`config.mk`:
```
export PLATFORM = sky130hd
export DESIGN_NAME = frps_sequencer
export DESIGN_NICKNAME = d
export VERILOG_FILES = /design/src/design/frps_pkg.sv /design/src/design/frps_tmr_if.sv /design/src/design/frps_timer.sv /design/src/design/frps_sequencer.sv
export SDC_FILE = /design/constraint.sdc
export NUM_CORES = 1
export LEC_CHECK = 0
export BUFFER_PORTS_ARGS = -buffer_cell sky130_fd_sc_hd__buf_2
export CORE_MARGIN = 5
export CORE_UTILIZATION = 35
export DETAILED_ROUTE_END_ITERATION = 10
export MAX_ROUTING_LAYER = met4
export SYNTH_ARGS = -nofsm -noshare
export SYNTH_HDL_FRONTEND = slang
export SYNTH_SLANG_ARGS = --single-unit
```
`constraint.sdc`:
```
create_clock -name core_clk -period 2.3 [get_ports core_clk]
set_input_delay 0.23 -clock core_clk [delete_from_list [all_inputs] [get_ports core_clk]]
set_output_delay 0.23 -clock core_clk [all_outputs]
set_load 0.05 [all_outputs]
```
`src/design/frps_pkg.sv`:
```
// Summary of operation
// - No access begins until 300 us have passed after both the core and I/O supplies are good.
// - Chip select stays high for at least 35 us after the restart pin is driven low.
// - The restart pin stays low at least 200 ns, and its low time plus high time before select covers the full restart interval.
// - Chip select stays high for at least 50 ns after the restart pin returns high.
// - Chip select stays high for at least 20 ns between two accesses.
// - Holding the restart pin low during power-up is optional, and the pulse limits still apply when it is used.
// - When restart is held during power-up, select waits for both supply waits and the restart interval to expire.
// - A restart held past the end of the supply wait has its restart interval counted from the end of that wait.
package frps_pkg;

	// Clock rate of core_clk in MHz.
	localparam int unsigned CLK_MHZ = 200;

	// Interval minima, in nanoseconds as printed.
	localparam int unsigned CORE_SUPPLY_WAIT_NS       = 300000;
	localparam int unsigned IO_SUPPLY_WAIT_NS         = 300000;
	localparam int unsigned RESTART_LOW_TO_SELECT_NS  = 35000;
	localparam int unsigned RESTART_PULSE_MIN_NS      = 200;
	localparam int unsigned RESTART_HIGH_TO_SELECT_NS = 50;
	localparam int unsigned SELECT_HIGH_MIN_NS        = 20;

	// A least time is rounded up to whole cycles, and never below one.
	function automatic int unsigned frps_min_cycles(input int unsigned ns);
		int unsigned c;
		c = (ns * CLK_MHZ + 999) / 1000;
		return (c == 0) ? 1 : c;
	endfunction : frps_min_cycles

	// Both supply waits run together, so the longer one governs.
	localparam int unsigned SUPPLY_WAIT_CYC =
		(frps_min_cycles(CORE_SUPPLY_WAIT_NS) > frps_min_cycles(IO_SUPPLY_WAIT_NS)) ?
		frps_min_cycles(CORE_SUPPLY_WAIT_NS) : frps_min_cycles(IO_SUPPLY_WAIT_NS);
	localparam int unsigned RESTART_LOW_TO_SELECT_CYC  = frps_min_cycles(RESTART_LOW_TO_SELECT_NS);
	localparam int unsigned RESTART_PULSE_MIN_CYC      = frps_min_cycles(RESTART_PULSE_MIN_NS);
	localparam int unsigned RESTART_HIGH_TO_SELECT_CYC = frps_min_cycles(RESTART_HIGH_TO_SELECT_NS);
	localparam int unsigned SELECT_HIGH_MIN_CYC        = frps_min_cycles(SELECT_HIGH_MIN_NS);

	// Counter width that holds the longest count.
	localparam int unsigned CNT_W_DEF = 17;

	// Positions of the synchronised pin inputs.
	localparam int unsigned SYN_CORE = 0;
	localparam int unsigned SYN_IO   = 1;
	localparam int unsigned SYN_RB   = 2;

	// Sequencer states.
	typedef enum logic [2:0] {
		FRPS_OFF,
		FRPS_SUPPLY,
		FRPS_LOW,
		FRPS_HIGH,
		FRPS_READY
	} frps_state_t;

endpackage : frps_pkg

```
`src/design/frps_tmr_if.sv`:
```
`timescale 1ns/1ps
// Load and expiry of one interval timer.
interface frps_tmr_if #(parameter int unsigned W = 17);
	logic         ce;
	logic         load;
	logic [W-1:0] value;
	logic         expired;

	modport ctl (output ce, output load, output value, input expired);
	modport tmr (input ce, input load, input value, output expired);
endinterface : frps_tmr_if

```
`src/design/frps_timer.sv`:
```
`timescale 1ns/1ps
// Down counter: a load of N shows expired N enabled cycles later.
module frps_timer
	import frps_pkg::*;
#(
	parameter int unsigned W = CNT_W_DEF
)(
	input wire logic core_clk,
	input wire logic rst,
	frps_tmr_if.tmr  t
);

	typedef struct packed {
		logic [W-1:0] cnt;
	} frps_tmr_state_t;

	frps_tmr_state_t r;
	frps_tmr_state_t nxt;

	////////////////////////////////////////////////////////////////////////
	// Next count; a load wins over the running decrement.
	always_comb
	begin
		nxt = r;
		if (t.ce)
		begin
			if (t.load)
				nxt.cnt = t.value;
			else if (r.cnt != '0)
				nxt.cnt = r.cnt - W'(1);
		end
	end

	// Reset leaves the timer expired so nothing waits on a dead count.
	always_ff @(posedge core_clk or posedge rst)
	begin
		if (rst)
			r <= '0;
		else
			r <= nxt;
	end

	assign t.expired = (r.cnt == '0);

	////////////////////////////////////////////////////////////////////////
	a_timer_load: assert property (@(posedge core_clk) disable iff (rst)
		t.ce && t.load |=> r.cnt == $past(t.value))
		else $error("timer did not take its load value");

	a_timer_freeze: assert property (@(posedge core_clk) disable iff (rst)
		!t.ce |=> $stable(r.cnt))
		else $error("timer moved while clock enable was low");

endmodule : frps_timer

```
`src/design/frps_sequencer.sv`:
```
`timescale 1ns/1ps
// Host sequencer for the flash power-up wait, restart pulse and first select.
module frps_sequencer
	import frps_pkg::*;
#(
	parameter int unsigned CNT_W      = CNT_W_DEF,
	parameter int unsigned SUPPLY_CYC = SUPPLY_WAIT_CYC,
	parameter int unsigned RPH_CYC    = RESTART_LOW_TO_SELECT_CYC
)(
	input  wire logic core_clk,
	input  wire logic rst,
	input  wire logic clk_en,
	input  wire logic core_supply_ok,
	input  wire logic io_supply_ok,
	input  wire logic ready_busy_n,
	input  wire logic hold_restart_at_power,
	input  wire logic restart_req,
	input  wire logic access_req,
	output logic      restart_n,
	output logic      chip_select_n,
	output logic      seq_done,
	output logic      flash_ready
);

	// Low time that also leaves the full restart interval covered after release.
	localparam int unsigned LOW_CYC =
		(RESTART_PULSE_MIN_CYC > RPH_CYC - RESTART_HIGH_TO_SELECT_CYC) ?
		RESTART_PULSE_MIN_CYC : RPH_CYC - RESTART_HIGH_TO_SELECT_CYC;

	////////////////////////////////////////////////////////////////////////
	// Refuse sizes the counters cannot hold.
	if (SUPPLY_CYC >= (1 << CNT_W) || RPH_CYC >= (1 << CNT_W) || CNT_W > 30)
	begin : g_bad_width
		$error("CNT_W too small for the interval counts");
	end
	if (RPH_CYC <= RESTART_HIGH_TO_SELECT_CYC)
	begin : g_bad_rph
		$error("RPH_CYC must exceed the restart high time");
	end

	typedef struct packed {
		frps_state_t state;
		logic [2:0]  sync1;
		logic [2:0]  sync2;
		logic        restart_n;
		logic        cs_n;
		logic        done;
	} frps_seq_state_t;

	frps_seq_state_t r;
	frps_seq_state_t nxt;

	frps_tmr_if #(.W(CNT_W)) seq_t ();
	frps_tmr_if #(.W(CNT_W)) gap_t ();

	logic sup_ok;
	logic rb_high;

	////////////////////////////////////////////////////////////////////////
	// Interval timers: one for the sequence, one for the select gap.
	frps_timer #(.W(CNT_W)) u_seq_timer (
		.core_clk (core_clk),
		.rst      (rst),
		.t        (seq_t.tmr)
	);

	frps_timer #(.W(CNT_W)) u_gap_timer (
		.core_clk (core_clk),
		.rst      (rst),
		.t        (gap_t.tmr)
	);

	assign seq_t.ce = clk_en;
	assign gap_t.ce = clk_en;

	// Only the second synchroniser stage is ever decoded.
	assign sup_ok  = r.sync2[SYN_CORE] & r.sync2[SYN_IO];
	assign rb_high = r.sync2[SYN_RB];

	////////////////////////////////////////////////////////////////////////
	// Sequencer; a supply loss from any state starts the whole wait over.
	always_comb
	begin
		nxt         = r;
		seq_t.load  = 1'b0;
		seq_t.value = '0;
		gap_t.load  = 1'b0;
		gap_t.value = '0;
		if (clk_en)
		begin
			nxt.sync1 = {ready_busy_n, io_supply_ok, core_supply_ok};
			nxt.sync2 = r.sync1;
			if (!sup_ok)
			begin
				// Optional hold during power-up; its limits are met after the wait.
				nxt.state     = FRPS_OFF;
				nxt.restart_n = ~hold_restart_at_power;
				nxt.cs_n      = 1'b1;
				nxt.done      = 1'b0;
			end
			else
			begin
				unique case (r.state)
					FRPS_OFF:
					begin
						seq_t.load  = 1'b1;
						seq_t.value = CNT_W'(SUPPLY_CYC);
						nxt.state   = FRPS_SUPPLY;
					end
					FRPS_SUPPLY:
					begin
						if (seq_t.expired)
						begin
							if (!r.restart_n)
							begin
								// Restart interval counted from the end of the wait.
								seq_t.load  = 1'b1;
								seq_t.value = CNT_W'(LOW_CYC);
								nxt.state   = FRPS_LOW;
							end
							else
							begin
								nxt.state = FRPS_READY;
								nxt.done  = 1'b1;
							end
						end
					end
					FRPS_LOW:
					begin
						if (seq_t.expired)
						begin
							nxt.restart_n = 1'b1;
							seq_t.load    = 1'b1;
							seq_t.value   = CNT_W'(RESTART_HIGH_TO_SELECT_CYC);
							nxt.state     = FRPS_HIGH;
						end
					end
					FRPS_HIGH:
					begin
						if (seq_t.expired)
						begin
							nxt.state = FRPS_READY;
							nxt.done  = 1'b1;
						end
					end
					FRPS_READY:
					begin
						if (restart_req)
						begin
							// Warm restart aborts any access; select goes high at once.
							nxt.restart_n = 1'b0;
							nxt.cs_n      = 1'b1;
							nxt.done      = 1'b0;
							seq_t.load    = 1'b1;
							seq_t.value   = CNT_W'(LOW_CYC);
							nxt.state     = FRPS_LOW;
							if (!r.cs_n)
							begin
								gap_t.load  = 1'b1;
								gap_t.value = CNT_W'(SELECT_HIGH_MIN_CYC);
							end
						end
						else if (!r.cs_n && !access_req)
						begin
							nxt.cs_n    = 1'b1;
							gap_t.load  = 1'b1;
							gap_t.value = CNT_W'(SELECT_HIGH_MIN_CYC);
						end
						else if (r.cs_n && access_req && gap_t.expired)
							nxt.cs_n = 1'b0;
					end
				endcase
			end
		end
	end

	// All control state starts idle with restart released and select high.
	always_ff @(posedge core_clk or posedge rst)
	begin
		if (rst)
		begin
			r           <= '0;
			r.state     <= FRPS_OFF;
			r.restart_n <= 1'b1;
			r.cs_n      <= 1'b1;
		end
		else
			r <= nxt;
	end

	assign restart_n     = r.restart_n;
	assign chip_select_n = r.cs_n;
	assign seq_done      = r.done;
	assign flash_ready   = r.done & rb_high;

	////////////////////////////////////////////////////////////////////////
	// Helper counters read only by the checks below.
	function automatic logic [CNT_W-1:0] frps_sat_inc(input logic [CNT_W-1:0] v);
		return (v == '1) ? v : v + CNT_W'(1);
	endfunction : frps_sat_inc

	logic [CNT_W-1:0] h_sup_len;
	logic [CNT_W-1:0] h_low_len;
	logic [CNT_W-1:0] h_high_len;
	logic [CNT_W-1:0] h_cs_high;
	logic [CNT_W-1:0] h_low_after;
	logic             h_ever_low;

	always_ff @(posedge core_clk or posedge rst)
	begin
		if (rst)
		begin
			h_sup_len   <= '0;
			h_low_len   <= '0;
			h_high_len  <= '0;
			h_cs_high   <= '0;
			h_low_after <= '0;
			h_ever_low  <= 1'b0;
		end
		else if (clk_en)
		begin
			h_sup_len   <= sup_ok ? frps_sat_inc(h_sup_len) : '0;
			h_low_len   <= nxt.restart_n ? '0 : frps_sat_inc(h_low_len);
			h_high_len  <= nxt.restart_n ? frps_sat_inc(h_high_len) : '0;
			h_cs_high   <= nxt.cs_n ? frps_sat_inc(h_cs_high) : '0;
			// Low time since the wait ended; it is kept after release for the select check.
			if (r.state == FRPS_SUPPLY)
				h_low_after <= '0;
			else if (!nxt.restart_n)
				h_low_after <= r.restart_n ? CNT_W'(1) : frps_sat_inc(h_low_after);
			if (!nxt.restart_n)
				h_ever_low <= 1'b1;
		end
	end

	a_select_after_supply: assert property (@(posedge core_clk) disable iff (rst)
		$fell(chip_select_n) |-> h_sup_len >= CNT_W'(SUPPLY_CYC))
		else $error("select low before supply wait elapsed");

	a_low_to_select: assert property (@(posedge core_clk) disable iff (rst)
		$fell(chip_select_n) && h_ever_low |->
		{1'b0, h_high_len} + {1'b0, h_low_after} >= {1'b0, CNT_W'(RPH_CYC)})
		else $error("select low too soon after restart low");

	a_pulse_width: assert property (@(posedge core_clk) disable iff (rst)
		$rose(restart_n) |-> $past(h_low_len) >= CNT_W'(RESTART_PULSE_MIN_CYC))
		else $error("restart pulse too short");

	a_high_to_select: assert property (@(posedge core_clk) disable iff (rst)
		$fell(chip_select_n) |-> h_high_len >= CNT_W'(RESTART_HIGH_TO_SELECT_CYC))
		else $error("select low too soon after restart high");

	a_select_gap: assert property (@(posedge core_clk) disable iff (rst)
		$fell(chip_select_n) |-> $past(h_cs_high) >= CNT_W'(SELECT_HIGH_MIN_CYC))
		else $error("select high gap too short");

	a_quiet_until_done: assert property (@(posedge core_clk) disable iff (rst)
		!seq_done |-> chip_select_n)
		else $error("select low before sequence done");

	a_count_from_wait: assert property (@(posedge core_clk) disable iff (rst)
		$rose(restart_n) && r.state == FRPS_HIGH && sup_ok
		|-> $past(h_low_after) >= CNT_W'(LOW_CYC - 1))
		else $error("restart released before interval from wait end");

	a_ready_qualified: assert property (@(posedge core_clk) disable iff (rst)
		flash_ready && $past(clk_en) && $past(clk_en, 2) |-> seq_done && $past(ready_busy_n, 2))
		else $error("ready shown without done and ready/busy high");

	a_done_restart_high: assert property (@(posedge core_clk) disable iff (rst)
		seq_done |-> restart_n && h_high_len >= CNT_W'(RESTART_HIGH_TO_SELECT_CYC))
		else $error("done shown while restart not settled");

endmodule : frps_sequencer

```
# Word-level counts from Yosys, hierarchy flattened
# Index checks and enable logic that the tools add are counted.
[op_classes] addsub=2 n_eq_ne=13 muxes=46 bitwise_logic=3 reduce_logical=18
[op_table] cell="$mux W17" count=7
[op_table] cell="$pmux W16 S4" count=1
[op_table] cell="$mux W13" count=3
[op_table] cell="$logic_not A17 Y1" count=2
[op_table] cell="$reduce_bool A17 Y1" count=2
[op_table] cell="$sub A17 B1 Y17 const B" count=2
[op_table] cell="$mux W3" count=9
[op_table] cell="$mux W1" count=20
[op_table] cell="$mux W16" count=1
[op_table] cell="$ne A3 B3 Y1 const B" count=5
[op_table] cell="$pmux W3 S5" count=1
[op_table] cell="$eq A3 B2 Y1 const B" count=2
[op_table] cell="$reduce_and A6 Y1" count=1
[op_table] cell="$reduce_and A5 Y1" count=1
[op_table] cell="$mux W4" count=1
[op_table] cell="$ne A4 B1 Y1 const B" count=1
[op_table] cell="$ne A4 B2 Y1 const B" count=1
[op_table] cell="$pmux W1 S4" count=1
[op_table] cell="$reduce_and A2 Y1" count=2
[op_table] cell="$reduce_and A4 Y1" count=1
[op_table] cell="$reduce_bool A2 Y1" count=2
[op_table] cell="$eq A3 B1 Y1 const B" count=1
[op_table] cell="$eq A3 B3 Y1 const B" count=1
[op_table] cell="$logic_and A1 B1 Y1" count=3
[op_table] cell="other kinds (9)" count=11
[word_totals] ff_bits=46 inputBits=9 output_inout_bits=4 wordCells=90

# Logic depth before layout (Yosys ltp)
# Gate-level depths: netlist (run 1).
[logic_depth] word_depth=9 mapped_depth=10 mapped_depth_nobuf=8

# By module
# From an unflattened synthesis (run 1), not the netlist that was laid out.
[hier_totals] hier_cells=346 hier_area_um2=3037.9
[modules_own_cells] module="frps_timer (u_gap_timer)" n_inst=1 cells_each=147 area_per_inst_um2=1212.4 seq_area_each_um2=425.4
[modules_own_cells] module="frps_timer (u_seq_timer)" n_inst=1 cells_each=125 area_per_inst_um2=1084.8 seq_area_each_um2=425.4
[modules_own_cells] module="frps_sequencer" n_inst=1 cells_each=74 area_per_inst_um2=740.7 seq_area_each_um2=302.8

# Worst setup path after synthesis (run 1)
# No wires, ideal clock.
[synth_path] path_kind="reg-to-reg" startpoint="register u_seq_timer.r[5] (netlist bit)" endpoint="register u_seq_timer.r[5] (netlist bit)" setup_time_ns=0.121 arrival_time_ns=1.962 required_time_ns=2.179 setup_slack_ns=0.216 stages_incl_launch_ff=8 path_buffers=2 synth_period_minus_slack_ns=2.084 cell_sequence="dfrtp_1 -> or4_1 -> buf_2 -> o41ai_2 -> o21a_1 -> buf_6 -> a41oi_1 -> o22a_1"
[synth_between] elab_chain_len=7 word_cells_on_any_way=15 classes_between="add/sub (1); mux (10); reduce/logical (4)"
[synth_lines] element="from (decl)" line="frps_timer.sv:17" source="frps_tmr_state_t r;"
[synth_lines] element="from (signal assigned)" line="frps_timer.sv:40" source="r <= nxt;"
[synth_lines] element="$logic_not A17 Y1" line="frps_timer.sv:43" source="assign t.expired = (r.cnt == '0);"
[synth_lines] element="$mux W1 (on tied branches)" line="frps_sequencer.sv:130, frps_sequencer.sv:112"
[synth_lines] element="$pmux W1 S4" line="frps_sequencer.sv:103" source="unique case (r.state)"
[synth_lines] element="$mux W1" line="frps_sequencer.sv:93" source="if (!sup_ok)"
[synth_lines] element="$mux W1" line="frps_sequencer.sv:89" source="if (clk_en)"
[synth_lines] element="$reduce_bool A2 Y1 (no line)"
[synth_lines] element="$reduce_and A2 Y1 (no line)"
# Parallel ways exist; a longest one is shown, timed or not. The select of a mux whose other input is x is not followed.
# A chain may end at the register's enable or synchronous reset.

# Worst setup path after layout (run 1)
[layout_path] startpoint="register u_gap_timer.r[5] (netlist bit)" endpoint="register u_gap_timer.r[15] (netlist bit)"
[layout_between] elab_chain_len=3 word_cells_on_any_way=6 classes_between="add/sub (1); mux (2); reduce/logical (3)"
[layout_lines] element="from (decl)" line="frps_timer.sv:17"
[layout_lines] element="from (signal assigned)" line="frps_timer.sv:40"
[layout_lines] element="$sub A17 B1 Y17 / $reduce_bool A17 Y1 (equally long branches)" line="frps_timer.sv:30, frps_timer.sv:29"
[layout_lines] element="$mux W17 / $reduce_bool A2 Y1 (equally long branches)"
[layout_lines] element="$mux W17 / $reduce_and A2 Y1 (equally long branches)"
# Parallel ways exist; a longest one is shown, timed or not. The select of a mux whose other input is x is not followed.

==> flow_summary.json, run 1 <==
{
  "status": "completed",
  "crit_type": "reg -> reg",
  "intPower_w": 0.00183,
  "setup_tns_ps": 0,
  "timing.rr.start": "u_gap_timer.r[5]",
  "num_rows": 32,
  "hold_violations": 0,
  "drc": 0,
  "clock-sinks": 46,
  "firstDrtPassIters": 4,
  "insertion_delay_ps": 310,
  "drt_iter0_markers": 129,
  "htreeDepth": 2,
  "grt_pass1_wl_um": 10100,
  "die_y_um": 97.5,
  "min-delay-start": "ready_busy_n",
  "cts_root_buffer": "clkbuf_8",
  "synth-main-ff-cell": "dfrtp_1",
  "drt_wl_total_um": 5700,
  "n_antenna_cell": 0,
  "tightest_slew_ps": 550,
  "dp_hpwl_um": 4140,
  "wl_per_cell_um": 13.5,
  "syn-cell-area_um2": 2680,
  "synth_top_cell_area_share_pct": 41.1,
  "yosysSeqAreaShare_pct": 43.0,
  "cts_tree": "built",
  "syn_area_per_cell_um2": 9.12,
  "multi_input_area_um2": 1420,
  "start_util_pct": 35.2,
  "swShare_pct": 37.2,
  "powerDensity_nw_per_um2": 943,
  "post_cts_buffers": 0,
  "area_growth_pct": 15.1,
  "timing.final.max_slew_violations": 0,
  "crit_required_ps": 2490,
  "use_met1_pct": 17.2,
  "drive_gt1_share_pct": 21.6,
  "ant_nets": 0,
  "ir_drop_mv": 0.263,
  "period_needed_ps": 2170,
  "power.total_w": 0.00291,
  "mostFrequentLayoutCells": "dfrtp_1, nor2_1, a21oi_1",
  "fmaxAchievable_mhz": 462,
  "gr-total-overflow": 0,
  "synth_cell_types": 57,
  "yosysTopAreaCell": "dfrtp_1",
  "die-area_um2": 9510,
  "power_leakage_nw": 1.28,
  "busiest_layer": "met2",
  "port_buffers": 12,
  "fp.dieW_um": 97.5,
  "met3_usage_pct": 2.23,
  "cp-end-kind": "flip-flop",
  "finClkSkew_ps": 7.63,
  "viasPerCell": 5.22,
  "cp.arrival_ps": 2360,
  "ff_latch_area_um2": 1150,
  "p_sw_w": 0.00108,
  "critPathLaunchType": "flip-flop",
  "clkTransAtPathRegs_ps": 100,
  "antenna_found_initial": 0,
  "synth-edff-count": 0,
  "finalSetupViolations": 0,
  "worst_hold_path_type": "in -> reg",
  "fin_nets": 332,
  "path_max_fanout": 5,
  "final_common_cell": "dfrtp_1",
  "synth_nets": 307,
  "yosysWarnings": 0,
  "min_period_over_period_pct": 94.2,
  "nFillCells": 783,
  "place_congestion": 0.841,
  "ys_top_cells_by_area": "dfrtp_1, nor2_1, a21oi_1, nand2_1, inv_1",
  "power.share.clock_pct": 21.9,
  "grt.met2_usage_pct": 19.9,
  "p_seq_share_pct": 45.0,
  "ys_ff_latch": 46,
  "power_frac_comb_pct": 33.1,
  "grt_setup_unrepaired": "no",
  "grt_max_degree": 30,
  "postSynthCellCount": 294,
  "async_flop_share_pct": 100,
  "cts_buffer_depth": 2,
  "slew_headroom_pct": 63.3,
  "io_pins": 13,
  "numCtsBuffers": 5,
  "max_cap_viol_count": 0,
  "vias": 2203,
  "coreArea_um2": 7610,
  "crit_start": "u_gap_timer.r[5]",
  "track_usage_pct": 12.8,
  "grt_pass1_vias": 2152
}
## layout make-up
type	instances	share of cell area (%)
inverters	19	2.31
flip-flops and latches	46	37.4
multi-input cells	219	46.0
well taps	102	4.14
clock buffers	5	2.23
repair buffers	28	6.33
clock inverters	3	1.58
## repair_timing
action / in CTS / in global routing
gates resized for setup: 0 / 5
hold buffers: 1 / 0
setup endpoints to repair: 0 / 10
hold endpoints to repair: 23 / 0
## power groups by stage
stage / sequential [W] / combinational, W / clock (W)
6_report: 0.00131 / 0.000962 / 0.000638
5_1_grt: 0.00135 / 0.00109 / 0.000688
4_1_cts: 0.00130 / 0.000963 / 0.000648
3_5_place_dp: 0.00131 / 0.000958 / 0
3_3_place_gp: 0.00131 / 0.000935 / 0
2_1_floorplan: 0.00129 / 0.000718 / 0
## state kept, by name, indices dropped and copies added, names as in the netlist
name	count
r	9
u_gap_timer.r	17
chip_select_n	1
seq_done	1
restart_n	1
u_seq_timer.r	17
## worst max-delay path, stage by stage (launching register included)
cell     delay [ps]
dfrtp_1         420
or3_4           410
or3b_4          420
or4_4           470
nor3_2          140
xnor2_1         140
nor2_1           60
## per-stage QoR
step,instance area [um2],setup WS [ps],cells,utilization [%],hold WS (ps)
final,3080,134,422,40.5,149
after global routing,3080,28.5,422,40.5,143
after CTS,3050,20.1,422,40.1,144
after detailed placement,2930,51.1,413,38.5,315
after global placement,2930,75.4,413,38.5,319
after floorplan,2680,216,294,-,382
## per-layer routing
metal	wire, um	up-vias
li1	-	1093
met1	2830	1083
met2	2710	25
met3	130	2
met4	25	0
met5	0	-
## cells by family (layout without fill, tap and decap cells)
kind of cell	Yosys count	in the layout	synth area share, %
flip-flops	46	46	43.0
adder cells (fa/ha/maj)	4	4	1.87
XOR/XNOR	13	13	4.25
multiplexers	6	6	2.52
buffers and inverters	29	55	5.14
AO/OA/AOI/OAI	77	77	18.9
AND/OR/NAND/NOR	119	119	24.3
## worst paths after layout
path	slack (ps)	endpoint	cells after the start
worst min register to register	490	restart_n	2
max in group asynchronous	1120	restart_n	4
worst max register to register	130	u_gap_timer.r[15]	6
min in group asynchronous	510	u_gap_timer.r[4]	3
worst min-delay path	150	r[8]	2
worst max-delay path	130	u_gap_timer.r[15]	6
## synth_stat cells, types with 2 or more instances
master and number:
or2_2 4, o21a_1 3, a21o_1 2, dfstp_2 2, nand3_1 5, inv_1 19, a31oi_1 8, nor3_2 2
buf_2 2, o21ai_1 3, nand2_1 24, or4_1 4, or4_4 3, nor2b_1 5, nor4b_2 2, a21oi_1 25
clkbuf_1 4, xor2_1 6, a41oi_1 4, a211oi_1 2, o31ai_1 2, o21ai_0 6, nor2_1 43, buf_6 3
nand2b_1 3, mux2_2 6, dfrtp_1 44, ha_1 4, nor3_1 5, xnor2_1 7, a22o_1 2, nand4_1 3
o22ai_1 7, o22a_1 7
Power figures use the tool's default switching activity.
==> run 2: changes to the inputs <==
--- a/config.mk
+++ b/config.mk
@@ -6,10 +6,12 @@
 export NUM_CORES = 1
 export LEC_CHECK = 0
 export BUFFER_PORTS_ARGS = -buffer_cell sky130_fd_sc_hd__buf_2
+export CAP_MARGIN = 20
 export CORE_MARGIN = 5
-export CORE_UTILIZATION = 35
+export CORE_UTILIZATION = 34
 export DETAILED_ROUTE_END_ITERATION = 10
 export MAX_ROUTING_LAYER = met4
+export SLEW_MARGIN = 20
 export SYNTH_ARGS = -nofsm -noshare
 export SYNTH_HDL_FRONTEND = slang
 export SYNTH_SLANG_ARGS = --single-unit
==> run 2 against run 1 <==
Against the previous run: power rose by 0.77%; sequential share of layout area fell by 0.12 points; non-clock buffer count rose by 2; hold slack about the same; first-iteration DRC count fell by 2.3%; combinational power up 1%; maximum frequency is essentially flat; final area increased by 0.32%; worst setup slack hardly changed; critical path type unchanged; critical endpoint unchanged; largest power group unchanged.
==> flow_summary.json, run 2 (same netlist as run 1, synthesis figures left out) <==
{
  "tightest_slew_ps": 515,
  "hold_violations": 0,
  "htreeDepth": 2,
  "track_usage_pct": 12.4,
  "coreArea_um2": 7690,
  "critPathLaunchType": "flip-flop",
  "crit_chain": "or3_4, or3b_4, or4_4, nor3_2, xnor2_1, nor2_1",
  "io_pins": 13,
  "ir_drop_mv": 0.298,
  "power_leakage_nw": 1.29,
  "min_period_over_period_pct": 94.2,
  "gr-total-overflow": 0,
  "crit_type": "reg -> reg",
  "grt_pass1_vias": 2099,
  "finClkSkew_ps": 7.60,
  "powerDensity_nw_per_um2": 947,
  "num_rows": 32,
  "area_growth_pct": 15.5,
  "p_sw_w": 0.00109,
  "critical-path-max-stage-delay_ps": 470,
  "mostFrequentLayoutCells": "dfrtp_1, nor2_1, a21oi_1",
  "nFillCells": 765,
  "start_util_pct": 34.9,
  "p_seq_share_pct": 44.6,
  "die-area_um2": 9760,
  "timing.final.max_slew_violations": 0,
  "drc": 0,
  "grt_max_degree": 30,
  "intPower_w": 0.00184,
  "drive_gt1_share_pct": 21.7,
  "path_max_fanout": 5,
  "power.share.clock_pct": 22.1,
  "swShare_pct": 37.3,
  "power_frac_comb_pct": 33.3,
  "setup_tns_ps": 0,
  "place_congestion": 0.822,
  "fin_nets": 334,
  "cts_buffer_depth": 2,
  "viasPerCell": 5.20,
  "hold_ws_ps": 149,
  "period_needed_ps": 2170,
  "firstDrtPassIters": 4,
  "clkTransAtPathRegs_ps": 100,
  "die_y_um": 98.8,
  "slew_headroom_pct": 65.3,
  "worst_path_max_delay_cell": "or4_4",
  "n_antenna_cell": 0,
  "fp.dieW_um": 98.8,
  "antenna_found_initial": 0,
  "grt_setup_unrepaired": "no",
  "cp-end-kind": "flip-flop",
  "clock-sinks": 46,
  "cp.arrival_ps": 2370,
  "multi_input_area_um2": 1410,
  "numCtsBuffers": 5,
  "drt_wl_total_um": 5710,
  "dp_hpwl_um": 4110,
  "finalSetupViolations": 0,
  "worst_hold_path_type": "in -> reg",
  "wl_per_cell_um": 13.5,
  "port_buffers": 12,
  "grt_pass1_wl_um": 9830,
  "fmaxAchievable_mhz": 462,
  "crit_required_ps": 2510,
  "ant_nets": 0,
  "cts_root_buffer": "clkbuf_8",
  "cts_tree": "built",
  "top_regs": "u_gap_timer.r (17), u_seq_timer.r (17), r (9)",
  "power.total_w": 0.00293,
  "ff_latch_area_um2": 1150,
  "vias": 2205,
  "drt_iter0_markers": 126,
  "status": "completed",
  "final_common_cell": "dfrtp_1",
  "max_cap_viol_count": 0,
  "insertion_delay_ps": 310
}
## run 2: critical path: cells and delay by family, from the launching register on
kind | cells | cell delay [ps]
simple gates | 5 | 1480
flops | 1 | 440
xor+xnor | 1 | 130
## run 2: metal layers
metal  vias up  GRT usage, %  part of all wire (%)
met1      1074          16.6                    49
met3         9          2.05                   3.6
met4         0          4.52                   1.7
li1       1089             -                     -
met2        33          18.8                    46
met5         -             -                     0
## run 2: power groups by stage
stage | sequential, W | combinational, W | clock [W]
CTS | 0.00130 | 0.000967 | 0.000662
floorplan | 0.00129 | 0.000718 | 0
global placement | 0.00130 | 0.000940 | 0
detailed placement | 0.00131 | 0.000962 | 0
global route | 0.00134 | 0.00109 | 0.000688
finish | 0.00131 | 0.000976 | 0.000647
## run 2: stage by stage
stage	worst slack (ps)	util (%)	instance area, um2	instances
final	134	40.3	3090	424
after global routing	10.5	40.3	3090	424
after CTS	78.5	39.8	3060	423
after detailed placement	109	38.2	2930	414
after global placement	167	38.2	2930	414
after floorplan	216	-	2680	294
## run 2: layout make-up
class                           count  share of cell area, %
Inverter                           19                   2.30
Clock inverter                      3                   1.58
Timing Repair Buffer               30                   6.79
Multi-Input combinational cell    219                   45.7
Tap cell                          102                   4.12
Clock buffer                        5                   2.22
Sequential cell                    46                   37.3
## run 2: what timing repair did
action | in CTS | in global routing
resized for setup | 0 | 4
setup buffers | 0 | 1
endpoints found under the hold margin | 19 | 0
hold buffers | 1 | 0
endpoints found under the setup margin | 0 | 11
## run 2: worst paths after layout
check | start | end | slack [ps] | cells after the start
max in group asynchronous | rst | restart_n | 1220 | 4
min reg2reg | restart_n | restart_n | 490 | 2
max reg2reg | u_gap_timer.r[3] | u_gap_timer.r[15] | 130 | 6
min | ready_busy_n | r[8] | 150 | 2
max | u_gap_timer.r[3] | u_gap_timer.r[15] | 130 | 6
min in group asynchronous | rst | u_seq_timer.r[12] | 470 | 3
